$ cat src/pkg/osc_ctrl_pkg.sv
// Constants, types and register map of the oscillator select and clock output block
`default_nettype none
package osc_ctrl_pkg;

  // ************************************************************
  // Register map (byte addresses on APB)
  // ************************************************************
  localparam logic [11:0] ADDR_CFG    = 12'h000; // Config word: source select, half rate
  localparam logic [11:0] ADDR_DIV    = 12'h004; // CPU clock divider
  localparam logic [11:0] ADDR_PORT2_MODE_REG_ONE   = 12'h008; // Port 2 mode register one
  localparam logic [11:0] ADDR_STATUS = 12'h00c; // Status, read only

  // Field positions
  localparam int CFG_SRC_LSB   = 0;  // Source option, three bits
  localparam int CFG_HALF_BIT  = 3;  // Half rate configuration bit
  localparam int CFG_LOCK_BIT  = 7;  // Config written, now locked
  localparam int PORT2_MODE_REG_ONE_CLK_BIT  = 1;  // Clock output enable bit
  localparam int PORT2_MODE_REG_ONE_IDLE_BIT = 2;  // Idle request
  localparam int PORT2_MODE_REG_ONE_PD_BIT   = 3;  // Power down request

  // Reset values
  localparam logic [7:0] DIV_RESET  = 8'h00;
  localparam logic [7:0] PORT2_MODE_REG_ONE_RESET = 8'h00;

  // Stability counts after power down wake
  localparam logic [10:0] XTAL_STABLE_CYC = 11'h400; // 1024 clocks
  localparam logic [10:0] RC_STABLE_CYC   = 11'h100; // 256 clocks

  // Output clock is one sixth of CPU clock: three CPU ticks per half period
  localparam logic [1:0]  CLKOUT_HALF_TICKS = 2'h3;

  // Clock source options
  typedef enum logic [2:0] {
    SRC_XTAL_LOW  = 3'b000,
    SRC_XTAL_MED  = 3'b001,
    SRC_XTAL_HIGH = 3'b010,
    SRC_RC        = 3'b011,
    SRC_EXT       = 3'b100
  } osc_src_t;

  // Power state
  typedef enum logic [1:0] {
    PWR_RUN   = 2'b00,
    PWR_IDLE  = 2'b01,
    PWR_DOWN  = 2'b10,
    PWR_WAKE  = 2'b11
  } pwr_state_t;

  // APB request bundle
  typedef struct packed {
    logic        psel;
    logic        penable;
    logic        pwrite;
    logic [11:0] paddr;
    logic [31:0] pwdata;
  } apb_req_t;

  // APB answer bundle
  typedef struct packed {
    logic        pready;
    logic        pslverr;
    logic [31:0] prdata;
  } apb_rsp_t;

  // Divider state
  typedef struct packed {
    logic [8:0] count;
    logic       tick;
  } div_state_t;

endpackage
`default_nettype wire

$ cat src/logic/cpu_clk_divider.sv
// Programmable CPU clock tick divider with half rate option
`default_nettype none
module cpu_clk_divider
  import osc_ctrl_pkg::*;
#(
  parameter int DIV_W = 8
) (
  input  wire logic             pclk,     // Selected oscillator clock
  input  wire logic             presetn,  // Async reset, active low
  input  wire logic             ce,       // Clock enable
  input  wire logic             run,      // Oscillator running
  input  wire logic             half,     // Divide by two when divider setting is zero
  input  wire logic [DIV_W-1:0] cpu_clock_divider,     // Divider setting
  output logic                  tick      // One CPU clock tick
);

  div_state_t state;
  div_state_t next_state;
  logic [8:0] limit;

  // Terminal count: 2*(N+1)-1, or 1 for half rate, or 0 for none; compared live so
  // a rewrite takes effect in the period under way without stalling
  always_comb begin
    if (cpu_clock_divider != '0) begin
      limit = 9'((10'(cpu_clock_divider) + 10'h001) * 10'h002 - 10'h001);
    end else if (half) begin
      limit = 9'h001;
    end else begin
      limit = 9'h000;
    end
    next_state = state;
    next_state.tick = 1'b0;
    if (run) begin
      if (state.count >= limit) begin
        next_state.count = 9'h000;
        next_state.tick  = 1'b1;
      end else begin
        next_state.count = state.count + 9'h001;
      end
    end
  end

  // State register
  always_ff @(posedge pclk or negedge presetn) begin
    if (!presetn) begin
      state <= '0;
    end else if (ce) begin
      state <= next_state;
    end
  end

  assign tick = state.tick;

endmodule
`default_nettype wire

$ cat src/logic/osc_select_and_clock_output.sv
// Oscillator source selection, CPU clock divider control and clock output
`default_nettype none
module osc_select_and_clock_output
  import osc_ctrl_pkg::*;
#(
  parameter int DIV_W = 8
) (
  input  wire logic        pclk,          // Clock from selected oscillator
  input  wire logic        presetn,       // Async reset, active low
  input  wire logic        ce,            // Clock enable, freezes all state
  input  wire apb_req_t    apb_req,       // APB request
  output apb_rsp_t         apb_rsp,       // APB answer
  input  wire logic        wake,          // Wake event from power down
  input  wire logic        port_out,      // Port latch value for second pin
  input  wire logic        port_oe_n,     // Port drive enable, active low
  output logic             clock_out_pin, // Second pin output value
  output logic             pin_oe_n,      // Second pin output enable, active low
  output logic             osc_run,       // Oscillator enable
  output logic             cpu_tick,      // CPU clock tick
  output logic             cpu_hold       // Execution held until stable
);

  // ************************************************************
  // State
  // ************************************************************
  typedef struct packed {
    logic [2:0]       src;
    logic             half;
    logic             locked;
    logic [DIV_W-1:0] cpu_clock_divider;
    logic [7:0]       port2_mode_reg_one;
    pwr_state_t       pwr;
    logic [10:0]      stab;
    logic [1:0]       phase;
    logic             clk_q;
    logic             clk_act;
    logic             pin_q;
    logic             oe_n_q;
    logic             run_q;
    logic             tick_q;
    logic             hold_q;
    apb_rsp_t         rsp;
  } top_state_t;

  top_state_t state;
  top_state_t next_state;
  logic       tick;
  logic       wr_en;
  logic       rd_en;
  logic       clk_src_ok;
  logic       is_ext;
  logic [31:0] rdata;

  // ************************************************************
  // Divider
  // ************************************************************
  cpu_clk_divider #(
    .DIV_W (DIV_W)
  ) u_div (
    .pclk    (pclk),
    .presetn (presetn),
    .ce      (ce),
    .run     (state.run_q),
    .half    (state.half),
    .cpu_clock_divider    (state.cpu_clock_divider),
    .tick    (tick)
  );

  // Decode of APB and source options
  always_comb begin
    wr_en      = apb_req.psel && apb_req.penable && apb_req.pwrite && !state.rsp.pready;
    rd_en      = apb_req.psel && apb_req.penable && !apb_req.pwrite && !state.rsp.pready;
    clk_src_ok = (state.src == SRC_RC) || (state.src == SRC_EXT);
    is_ext     = (state.src == SRC_EXT);
    unique case (apb_req.paddr)
      ADDR_CFG:    rdata = {24'h000000, state.locked, 3'h0, state.half, state.src};
      ADDR_DIV:    rdata = 32'(state.cpu_clock_divider);
      ADDR_PORT2_MODE_REG_ONE:   rdata = {24'h000000, state.port2_mode_reg_one};
      ADDR_STATUS: rdata = {27'h0000000, state.hold_q, state.clk_act, state.pwr,
                            state.run_q};
      default:     rdata = 32'h00000000;
    endcase
  end

  // ************************************************************
  // Next state
  // ************************************************************
  always_comb begin
    next_state = state;

    // APB slave: one wait state, answer in the access phase's second cycle
    next_state.rsp.pready  = rd_en || wr_en;
    next_state.rsp.pslverr = 1'b0;
    next_state.rsp.prdata  = 32'h00000000;
    if (rd_en || wr_en) begin
      next_state.rsp.pslverr = !(apb_req.paddr inside {ADDR_CFG, ADDR_DIV, ADDR_PORT2_MODE_REG_ONE,
                                                       ADDR_STATUS});
    end
    if (rd_en) begin
      next_state.rsp.prdata = rdata;
    end
    if (wr_en) begin
      unique case (apb_req.paddr)
        ADDR_CFG: begin
          // Written once at programming, then locked
          if (!state.locked && apb_req.pwdata[2:0] <= 3'(SRC_EXT)) begin
            next_state.src    = apb_req.pwdata[CFG_SRC_LSB +: 3];
            next_state.half   = apb_req.pwdata[CFG_HALF_BIT];
            next_state.locked = 1'b1;
          end
        end
        ADDR_DIV:  next_state.cpu_clock_divider = apb_req.pwdata[DIV_W-1:0];
        ADDR_PORT2_MODE_REG_ONE: next_state.port2_mode_reg_one = apb_req.pwdata[7:0];
        default: ;
      endcase
    end

    // Power sequencing
    unique case (state.pwr)
      PWR_RUN: begin
        if (state.port2_mode_reg_one[PORT2_MODE_REG_ONE_PD_BIT]) begin
          next_state.pwr = PWR_DOWN;
          next_state.port2_mode_reg_one[PORT2_MODE_REG_ONE_PD_BIT] = 1'b0;
        end else if (state.port2_mode_reg_one[PORT2_MODE_REG_ONE_IDLE_BIT]) begin
          next_state.pwr = PWR_IDLE;
          next_state.port2_mode_reg_one[PORT2_MODE_REG_ONE_IDLE_BIT] = 1'b0;
        end
      end
      PWR_IDLE: begin
        if (wake) begin
          next_state.pwr = PWR_RUN;
        end
      end
      PWR_DOWN: begin
        if (wake) begin
          next_state.pwr  = PWR_WAKE;
          next_state.stab = clk_src_ok ? RC_STABLE_CYC : XTAL_STABLE_CYC;
        end
      end
      PWR_WAKE: begin
        next_state.stab = state.stab - 11'h001;
        if (state.stab == 11'h001) begin
          next_state.pwr = PWR_RUN;
        end
      end
    endcase
    next_state.run_q  = (next_state.pwr != PWR_DOWN);
    next_state.hold_q = (next_state.pwr == PWR_WAKE) || (next_state.pwr == PWR_DOWN);
    // No CPU tick leaves the block once the oscillator is stopped
    next_state.tick_q = tick && next_state.run_q;

    // Clock output: divide CPU ticks by six, enable sampled at low boundary
    if (tick && state.run_q) begin
      if (state.phase == CLKOUT_HALF_TICKS - 2'h1) begin
        next_state.phase = 2'h0;
        next_state.clk_q = !state.clk_q && state.clk_act;
        if (state.clk_q || !state.clk_act) begin
          next_state.clk_act = state.port2_mode_reg_one[PORT2_MODE_REG_ONE_CLK_BIT] && clk_src_ok;
        end
      end else begin
        next_state.phase = state.phase + 2'h1;
      end
    end
    if (!state.clk_act && state.clk_q) begin
      next_state.clk_q = 1'b0;
    end

    // Second pin: clock output, port, or held by the crystal
    if (state.clk_act) begin
      next_state.pin_q  = state.clk_q;
      next_state.oe_n_q = 1'b0;
    end else if (is_ext) begin
      next_state.pin_q  = port_out;
      next_state.oe_n_q = port_oe_n;
    end else if (state.src == SRC_RC) begin
      next_state.pin_q  = port_out;
      next_state.oe_n_q = port_oe_n;
    end else begin
      next_state.pin_q  = 1'b0;
      next_state.oe_n_q = 1'b1;
    end
  end

  // ************************************************************
  // Registers
  // ************************************************************
  always_ff @(posedge pclk or negedge presetn) begin
    if (!presetn) begin
      state        <= '0;
      state.src    <= SRC_XTAL_LOW;
      state.cpu_clock_divider   <= DIV_RESET[DIV_W-1:0];
      state.port2_mode_reg_one   <= PORT2_MODE_REG_ONE_RESET;
      state.pwr    <= PWR_RUN;
      state.oe_n_q <= 1'b1;
      state.run_q  <= 1'b1;
    end else if (ce) begin
      state <= next_state; // Fully static, any pclk rate down to a stopped clock
    end
  end

  // Outputs straight from flip-flops
  assign apb_rsp       = state.rsp;
  assign clock_out_pin = state.pin_q;
  assign pin_oe_n      = state.oe_n_q;
  assign osc_run       = state.run_q;
  assign cpu_tick      = state.tick_q;
  assign cpu_hold      = state.hold_q;

endmodule
`default_nettype wire

$ cat config.mk
export PLATFORM = sky130hd
export DESIGN_NAME = osc_select_and_clock_output
export DESIGN_NICKNAME = d
export VERILOG_FILES = /design/src/pkg/osc_ctrl_pkg.sv /design/src/logic/cpu_clk_divider.sv /design/src/logic/osc_select_and_clock_output.sv
export SDC_FILE = /design/constraint.sdc
export NUM_CORES = 1
export LEC_CHECK = 0
export BUFFER_PORTS_ARGS = -buffer_cell sky130_fd_sc_hd__buf_2
export CAP_MARGIN = 5
export CORE_MARGIN = 2
export CORE_UTILIZATION = 40
export CTS_CLUSTER_DIAMETER = 40
export DETAILED_ROUTE_END_ITERATION = 10
export PLACE_DENSITY = 0.63
export SETUP_SLACK_MARGIN = 0.4
export SYNTH_ARGS = -nofsm -noshare
export SYNTH_HDL_FRONTEND = slang
export SYNTH_HIERARCHICAL = 1
export SYNTH_SLANG_ARGS = --single-unit
export TNS_END_PERCENT = 20
$ cat constraint.sdc
create_clock -name pclk -period 7.07 [get_ports pclk]
set_input_delay 0 -clock pclk [delete_from_list [all_inputs] [get_ports pclk]]
set_output_delay 0 -clock pclk [all_outputs]
set_load 0.005 [all_outputs]
# Word-level counts from Yosys, hierarchy flattened
# Cells that the tools add are included.
[classes]
n_eq_ne = 14
n_lt_le_gt_ge = 2
n_mux = 30
n_reduce_logical = 36
add_sub_neg = 5
[op_table]
columns = ["operator", "n"]
rows = [
  ["two-way mux 32 bit", 1],
  ["one-hot mux 8 bit (4 select lines)", 1],
  ["== test 12 x 4 -> 1 bit, second input constant", 2],
  ["two-way mux 2 bit", 11],
  ["one-hot mux 11 bit (2 select lines)", 1],
  ["two-way mux 9 bit", 2],
  ["two-way mux 13 bit", 1],
  ["== test 12 x 3 -> 1 bit, second input constant", 1],
  ["logical NOT 12 bit", 1],
  ["AND reduction 3 bit", 4],
  ["== test 11 x 1 -> 1 bit, second input constant", 1],
  ["logical AND 1 bit", 11],
  ["two-way mux 11 bit", 1],
  ["subtractor 11 x 1 -> 11 bit, second input constant", 1],
  ["== test 2 bit, second input constant", 5],
  ["adder 9 x 1 -> 9 bit, second input constant", 1],
  ["greater-or-equal comparator 9 bit", 1],
  ["two-way mux 1 bit", 9],
  ["subtractor 9 x 1 -> 9 bit, second input constant", 1],
  ["adder 8 x 1 -> 8 bit, second input constant", 1],
  ["two-way mux 4 bit", 2],
  ["one-hot mux 2 bit (4 select lines)", 1],
  ["AND reduction 4 bit", 2],
  ["nonzero test 8 bit", 1],
  ["other kinds (12)", 24],
]
[totals]
input_bits = 53
output_inout_bits = 39
ff_bits = 87
elab_cells = 108

# Longest topological paths before layout
# Gate-level depths: netlist of run 1.
[logic_depth]
ltp_word = 7
ltp_mapped = 13

# Hierarchy
# The synthesis of run 1 kept the hierarchy.
[modules_own_cells]
columns = ["mod", "seq_area_each_um2", "cells_per_inst", "n_inst", "area_per_inst_um2"]
rows = [
  ["osc_select_and_clock_output", 1328.8, 279, 1, 2859.0],
  ["cpu_clk_divider", 250.2, 139, 1, 1138.6],
]

# Least setup slack after synthesis of run 1
# Ideal clock, no wire load.
[synth_timing]
path_kind = "reg2reg"
startpoint = "register, netlist name state[64]"
endpoint = "register u_div/state[6] (netlist bit)"
period_less_slack_ns = 2.961
required_time_ns = 6.969
arrival_time_ns = 2.860
setup_time_ns = 0.101
path_slack_ns = 4.109
stages_incl_launch_ff = 13
cell_sequence = "dfrtp_1 > ha_1 > buf_4 > nor4b_1 > a41oi_2 > nor2_1 > mux2_1 > ha_1 > nand4_1 > nor2_1 > a211oi_4 > nand3_2 > o311ai_2"
[synth_via]
elab_chain_cells = 5
[synth_lines]
columns = ["item", "line", "source"]
rows = [
  ["adder 8 x 1 -> 8 bit", "cpu_clk_divider.sv:25", "limit = 9'((10'(cpu_clock_divider) + 10'h001) * 10'h002 - 10'h001);"],
  ["subtractor 9 x 1 -> 9 bit", "cpu_clk_divider.sv:25", ""],
  ["two-way mux 9 bit *", "cpu_clk_divider.sv:24", "if (cpu_clock_divider != '0) begin"],
  ["greater-or-equal comparator 9 bit *", "cpu_clk_divider.sv:34", "if (state.count >= limit) begin"],
  ["two-way mux 9 bit *", "cpu_clk_divider.sv:34", ""],
  ["end signal: assignment", "cpu_clk_divider.sv:48", "state <= next_state;"],
  ["end: declaration", "cpu_clk_divider.sv:17", "div_state_t state;"],
]
# Every way passes the cells marked *; elsewhere a longest branch is shown, timed or not.
# A chain may end at the register's enable or synchronous reset.

# Final worst setup path of run 1
[layout_timing]
startpoint = "register, netlist name state[64]"
endpoint = "register u_div/state[6] (netlist bit)"
[layout_via]
elab_chain_cells = 5
[layout_lines]
columns = ["item", "line"]
rows = [
  ["adder 8 x 1 -> 8 bit", "cpu_clk_divider.sv:25"],
  ["subtractor 9 x 1 -> 9 bit", "cpu_clk_divider.sv:25"],
  ["two-way mux 9 bit *", "cpu_clk_divider.sv:24"],
  ["greater-or-equal comparator 9 bit *", "cpu_clk_divider.sv:34"],
  ["two-way mux 9 bit *", "cpu_clk_divider.sv:34"],
]
# Marked as above.

==> key figures, run 1 <==
Clock network
  • Root buffer cell: clkbuf_8
  • Worst-Skew Late Latency: 360 ps
  • Clock sink count: 63
  • CTS resizes: 0
  • H-tree depth: 3
  • CTS tree: done
  • Worst-path clk slew: 80 ps
  • CTS Buf Count: 9
  • Max clock buf depth: 2

GRT
  • GR Util met1: 22.04%
  • Largest net degree at the start of global routing: 64
  • Gr ovfl total: 0
  • Global routing usage on met2: between 20% and 30%
  • First-pass GRT wire length: between 10 and 15 mm
  • GRT Total Usage: 16.41%
  • Global routing's busiest layer: met2
  • GR Layer Usage met3: under 10%
  • Initial antenna violation count: 0
  • Vias in the first global route: 3007

Finish
  • # diodes: 0
  • # nets final: 525
  • Area delta synth->final: 11.74%
  • Share of cells above drive strength 1: between 20% and 30%
  • Final Util: 45.91%
  • Fillers: 932
  • Post-Layout Cell Count: 595

Timing
  • Worst Tran Pin Value: approximately 790 ps
  • Pins Over Slew Limit: 0
  • Endpoints failing setup: 0
  • Post-layout min period: 3496 ps
  • Skew final: between 10 and 15 ps
  • FMAX: 0.2861 GHz
  • Setup_tns: 0 ps
  • Final Hold Viols: 0
  • Post-route setup slack: between 3000 and 4000 ps
  • Period utilization: between 40% and 50%
  • Slew HR: 47.63%
  • RSZ-0062 raised after global routing: false

Pwr
  • Pleak: 2.054 nW
  • Power Total: roughly 1.0 mW
  • P_sw: about 330 uW
  • Internal power: about 700 uW
  • Sw frac: 31.98%
  • Comb pwr share: between 10% and 20%
  • VDD IR max: between 0.15 and 0.2 mV
  • Clock share of power: 34.6%
  • Reg power frac: between 40% and 50%
  • Pwr dens: 232.8 nW/um2

Critical path
  • CP Cell Sequence: inv_1, ha_1, nor2b_1, nand4_1, a22oi_2, xnor2_1, nand2_1, ha_1, nand4_1, nor2_1, a211oi_4, nand3_2, o311ai_2
  • CP endpoint kind: flop
  • CP top delay family: compound AO/OA/AOI/OAI gates
  • Slowest stage delay, CP: 510 ps
  • Worst path depth: 13
  • Slowest stage cell, crit path: dfrtp_1
  • Data arrival time of the worst path: 3750 ps
  • Critical Path RT: approximately 7300 ps
  • Worst reg2reg path depth: 13
  • WP buf/inv: 1
  • Crit Path Max Fanout: 9
  • Kind of critical path: reg -> reg
  • Critical Path Source Type: flop

Synth
  • Distinct cells, synth: 63
  • Number of synthesized flops with an enable pin: 0
  • Register bit total from synthesis: 63
  • Adder-cell share of the synthesized area: 4.695%
  • Complex-gate fraction of the synthesized area: about an eighth
  • Async set-or-reset flop fraction in the synthesized netlist: 100.0%
  • Simple-gate share of the synthesized area: between 10% and 20%
  • Proportion of synthesized area in mux cells: 9.734%
  • XOR/XNOR Fraction of Synth Area: 3.944%
  • Syn_area_per_cell: 9.564 um2
  • YS warnings: 6
  • Syn Std Cell Area: 3998 um2
  • Number of standard cells after synthesis: 418
  • Largest family of logic cells by synthesized area: simple AND/OR/NAND/NOR gates
  • Top_reg_cell synth: dfrtp_1
  • Sequential share of the synthesized area: between 30 and 40%

Route
  • Detail Route Antenna Nets: 0
  • DR vias/cell: 5.134
  • DR WL/cell: between 10 and 15 um
  • Via Count: 3055
  • First-pass detailed-route iteration total: 4
  • Post-Route WL: 8.317 mm
  • DR iter-0 viols: around 130
  • Drc violations: 0

Place
  • # port buffers: 43
  • Dpl hpwl: 5.905 mm
  • Dpl cells: 569
  • Routability cong.: 0.7753
  • Post-place setup slack: 3643 ps

Floorplanning
  • Initial Util: about 41%
  • I/O Pins: 92
  • Die W: slightly above 100 um
  • Die area: approximately 11000 um2
  • Core area: 9729 um2
  • Die Ht: ~100 um
  • Rows: 36

Min path
  • Hold Path Class: in -> reg
  • Hold depth: 4

Status
  • Status: complete, no violations

Job
  • Max-cap violations: 0
==> tightest hold or removal path: cells and delay by family <==
family / cells / cell delay [ps]
AO/OA/AOI/OAI: 1 / 100
multiplexers: 1 / 150
buffers and inverters: 2 / 110
==> per-stage QoR <==
step / cell area [um2] / hold slack, ps
floorplan: 4084 / -295.6
detailed placement: 4140 / 229.5
finish: 4467 / 20.34
global route: 4467 / 47.66
CTS: 4467 / 10.84
global placement: 4140 / 222.7
==> metal layers <==
metal,share of wire (%),wire [um]
met1,47,3914
met5,0,0
met4,1.1,91
met3,4.0,336
met2,48,3974
==> cells by family after synthesis <==
family | after synthesis
and+or+nand+nor | 140
other | 1
adders and majority gates | 15
xor gates and xnor gates | 18
buffers and inverters | 78
AOI/OAI and AO/OA | 72
DFF | 63
muxes | 31
==> power by group through the flow <==
stage / clock network, mW / registers (mW) / logic [mW]
5_1_grt: 0.385 / 0.485 / 0.243
4_1_cts: 0.372 / 0.474 / 0.208
3_5_place_dp: 0 / 0.480 / 0.203
6_report: 0.360 / 0.473 / 0.207
3_3_place_gp: 0 / 0.478 / 0.198
2_1_floorplan: 0 / 0.454 / 0.175
==> synth_stat cells (2+ instances only) <==
master / instances / area, um2
nand4_1: 8 / 50.05
o22ai_1: 13 / 81.33
inv_1: 28 / 105.1
nand2_1: 42 / 157.7
buf_2: 5 / 25.02
nor3b_1: 2 / 15.01
o21ai_1: 5 / 25.02
o211ai_1: 3 / 22.52
dfstp_2: 2 / 52.55
nand2b_1: 4 / 25.02
nand3_1: 10 / 50.05
mux2_2: 22 / 247.7
or2_1: 2 / 12.51
nor4_1: 4 / 25.02
xnor2_1: 12 / 105.1
mux4_2: 4 / 90.09
and3_1: 4 / 25.02
a31oi_1: 4 / 25.02
nor4_4: 2 / 42.54
o21ai_0: 14 / 70.07
buf_4: 35 / 262.8
and3_2: 2 / 15.01
nor3_1: 10 / 50.05
buf_6: 2 / 22.52
nor2_1: 29 / 108.9
or4_1: 2 / 15.01
ha_1: 15 / 187.7
xor2_1: 6 / 52.55
a21oi_1: 13 / 65.06
buf_1: 2 / 7.510
clkbuf_1: 6 / 22.52
nor2b_1: 5 / 31.28
mux2i_1: 4 / 40.04
a22oi_1: 4 / 30.03
dfrtp_1: 61 / 1526
o311ai_2: 2 / 32.53
nor4b_1: 4 / 35.03
==> state kept, by name (all words and copies together) (netlist names) <==
register and cells:
apb_rsp 10, state 38, osc_run 1, clock_out_pin 1
u_div/tick 1, cpu_hold 1, u_div/state 9, cpu_tick 1
pin_oe_n 1
==> cell usage in the layout (no fill, tap or decap), types with 13 or more instances in the layout <==
cell type,count
ha_1,15
conb_1,24
o21ai_0,14
nor2_1,29
dfrtp_1,61
nand2_1,42
a21oi_1,13
mux2_2,22
o22ai_1,13
inv_1,28
buf_2,43
==> final cells by class <==
cell class	instances	area, um2	area share [%]
clock buffers	9	123.9	2.773
clock inverters	7	102.6	2.297
inverters	28	105.1	2.353
multi-input cells	300	2059	46.11
flip-flops and latches	63	1579	35.35
well taps	133	166.4	3.726
repair buffers	55	330.3	7.395
==> worst paths after layout <==
check                          start              to  slack, ps
setup / recovery           state[64]  u_div/state[6]       3570
hold / removal             port_oe_n        pin_oe_n         20
setup reg to reg           state[64]  u_div/state[6]       3570
hold reg to reg            state[72]       state[72]        510
max in group asynchronous    presetn  u_div/state[6]       6210
min in group asynchronous    presetn       state[40]        330
==> timing repair <==
| action | 4_1_cts | 5_1_grt |
|---|---|---|
| setup buffers | 0 | 0 |
| hold endpoints to repair | 81 | 0 |
| endpoints found under the setup margin | 0 | 0 |
| hold buffers | 10 | 0 |
Note: power is estimated with default switching activity, not from simulation.
==> inputs of run 2 (changes only) <==
- PLACE_DENSITY: 0.63 -> 0.66
- clock period: 7.07 -> 2.95 ns (I/O delays scaled with it)
==> run 2 against run 1 <==
  * Non-clock buffer count increased by 24
  * Worst hold slack got worse by 3.7 ps
  * Sequential share of layout area decreased by 2.1 points
  * Critical path depth decreased by 1
  * Sequential power increased by 140%
  * Combinational power increased by 150%
  * Clock power increased by 90%
  * Clock skew decreased by 1.7 ps
  * Largest cell class unchanged
  * Largest power group unchanged
  * Highest routed layer unchanged
==> key figures, run 2 (same netlist as run 1, synthesis figures left out) <==
Status
  • Status: complete, no violations

Min path
  • Hold Path Class: in -> reg
  • Hold depth: 4 (unchanged)
  • Hold_sp: wake
  • Worst Hold Path EP: state[54]

Timing
  • Skew final: 9.346 ps (-1.739 ps)
  • Pins Over Slew Limit: 0 (unchanged)
  • FMAX: 0.3428 GHz (+20%)
  • Post-layout min period: 2917 ps (-578.8 ps)
  • Post-route setup slack: 32.94 ps (-3541 ps)
  • Final Hold Viols: 0 (unchanged)
  • RSZ-0062 raised after global routing: true
  • Slew HR: 60.99% (+13 points)
  • Worst Tran Pin Value: 580.8 ps (-204.7 ps)
  • Period utilization: 98.88% (+49 points)
  • Endpoints failing setup: 0 (unchanged)

GRT
  • GRT Total Usage: 16.85% (+0.44 points)
  • Largest net degree at the start of global routing: 45 (-30%)
  • Gr ovfl total: 0 (unchanged)
  • First-pass GRT wire length: 14.77 mm (+1.8%)
  • Initial antenna violation count: 0 (unchanged)
  • Vias in the first global route: 3084 (+2.6%)

Place
  • # port buffers: 43 (unchanged)
  • Dpl hpwl: 6.326 mm (+7.1%)
  • Routability cong.: 0.8391 (+8.2%)
  • Post-place setup slack: -47.18 ps (-3691 ps)

Finish
  • Area delta synth->final: 19.25%
  • Biggest register: state
  • Most frequent cells in the layout: dfrtp_1, buf_2, nand2_1
  • # nets final: 549 (+4.6%)
  • # diodes: 0 (unchanged)
  • Reg area: 1583 um2 (+0.24%)
  • Fillers: 924 (-0.86%)
  • Multi-input combinational cell area: 2216 um2 (+7.6%)
  • Max FFs per register: 38 (unchanged)
  • Share of cells above drive strength 1: 30.66% (+8.4 points)
  • Most common cell after layout, fill and taps aside: dfrtp_1

Floorplanning
  • I/O Pins: 92 (unchanged)
  • Initial Util: 41.09% (unchanged)
  • Rows: 36 (unchanged)
  • Die area: 10810 um2 (unchanged)
  • Die W: 104.0 um (unchanged)
  • Core area: 9729 um2 (unchanged)
  • Die Ht: 104.0 um (unchanged)

Pwr
  • Power Total: 2.324 mW (+120%)
  • Comb pwr share: 21.9% (+2.0 points)
  • Pwr dens: 487.5 nW/um2 (+110%)
  • Sw frac: 33.57% (+1.6 points)
  • VDD IR max: 0.3664 mV (+120%)
  • Reg power frac: 48.7% (+3.2 points)
  • Pleak: 2.170 nW (+5.6%)
  • Internal power: 1.544 mW (+120%)
  • Clock share of power: 29.4% (-5.2 points)
  • P_sw: 780.1 uW (+130%)

Route
  • Detail Route Antenna Nets: 0 (unchanged)
  • Drc violations: 0 (unchanged)
  • First-pass detailed-route iteration total: 5 (+1)
  • DR WL/cell: 14.16 um (+1.3%)
  • Post-Route WL: 8.762 mm (+5.4%)
  • DR vias/cell: 5.090 (-0.86%)
  • Via Count: 3151 (+3.1%)
  • DR iter-0 viols: 127 (+1.6%)

Clock network
  • Worst-path clk slew: 80 ps (about the same)
  • H-tree depth: 3 (unchanged)
  • CTS Buf Count: 9 (unchanged)
  • CTS tree: done
  • Root buffer cell: clkbuf_8
  • Max clock buf depth: 2 (unchanged)
  • Clock sink count: 63 (unchanged)
  • Worst-Skew Late Latency: 350 ps (about the same)

Critical path
  • Critical Path RT: 3200 ps (-4120 ps)
  • R2R Path End: u_div/state[8]
  • Flop2flop setup slack: 30 ps (-3540 ps)
  • Critical Path Source Type: flop
  • Crit Path Max Fanout: 7 (-2)
  • Worst reg2reg path depth: 12 (-1)
  • Data arrival time of the worst path: 3170 ps (-580 ps)
  • Kind of critical path: reg -> reg
  • CP endpoint kind: flop
  • Reg-to-Reg Start: state[65]

Job
  • Max-cap violations: 0 (unchanged)
==> run 2: cell count changes in the layout (fill, tap and decap cells not counted), sizes merged <==
cell	change
bufinv	-2
inv	-1
clkbuf	+1
dlygate4sd3	+1
buf	+23
clkinvlp	+1
clkinv	+1
==> run 2: area by class of cell <==
class	instances	share of cell area [%]
clock buffers	10	2.887
clock inverters	6	0.8924
inverters	28	2.205
multi-input cells	300	46.48
flip-flops and latches	63	33.20
well taps	133	3.491
repair buffers	79	10.84
==> run 2: worst max path at each step <==
stage,to,slack [ps],start
after floorplan,u_div/state[8],130,state[65]
after global placement,u_div/state[6],100,state[64]
after detailed placement,u_div/state[8],-50,state[64]
after CTS,u_div/state[8],40,state[65]
after global routing,u_div/state[8],-140,state[65]
final,u_div/state[8],30,state[65]
==> run 2: critical path, cell delays in order (launching register included) <==
cell	delay [ps]
dfrtp_2	460
ha_4	200
buf_4	140
nor4b_4	220
a41oi_2	70
nor2_1	160
mux2_4	330
ha_4	210
nand4_1	140
nor2_2	80
a211oi_4	350
nand3_4	180
o311ai_4	280
==> run 2: routing by layer <==
layer	share of wire [%]	track usage, %	up-vias
li1	-	-	1542
met5	0	0	-
met4	1.2	5.598	0
met3	4.0	4.261	8
met2	50	28.20	71
met1	45	21.31	1530
==> run 2: what timing repair did <==
item | CTS | global route
gates resized for setup | 23 | 5
setup endpoints to repair | 10 | 10
hold buffers | 11 | 0
buffers inserted | 5 | 1
pin swaps | 11 | 9
hold endpoints to repair | 45 | 0
==> run 2: power groups by stage <==
stage	logic, mW	registers [mW]	clock network [mW]
global placement	0.478	1.14	0
global route	0.584	1.16	0.747
detailed placement	0.499	1.15	0
finish	0.509	1.13	0.684
CTS	0.514	1.13	0.709
floorplan	0.419	1.09	0
==> run 2: per-stage QoR <==
stage	area (um2)	setup TNS, ps	util (%)	cells	hold WS [ps]
finish	4767	0	49.00	619	16.64
global route	4767	-532.5	49.00	619	20.71
CTS	4728	0	48.60	618	7.648
detailed placement	4303	-93.29	44.23	586	-9.581
global placement	4303	0	44.23	586	-16.81
floorplan	4123	0	-	441	-295.6
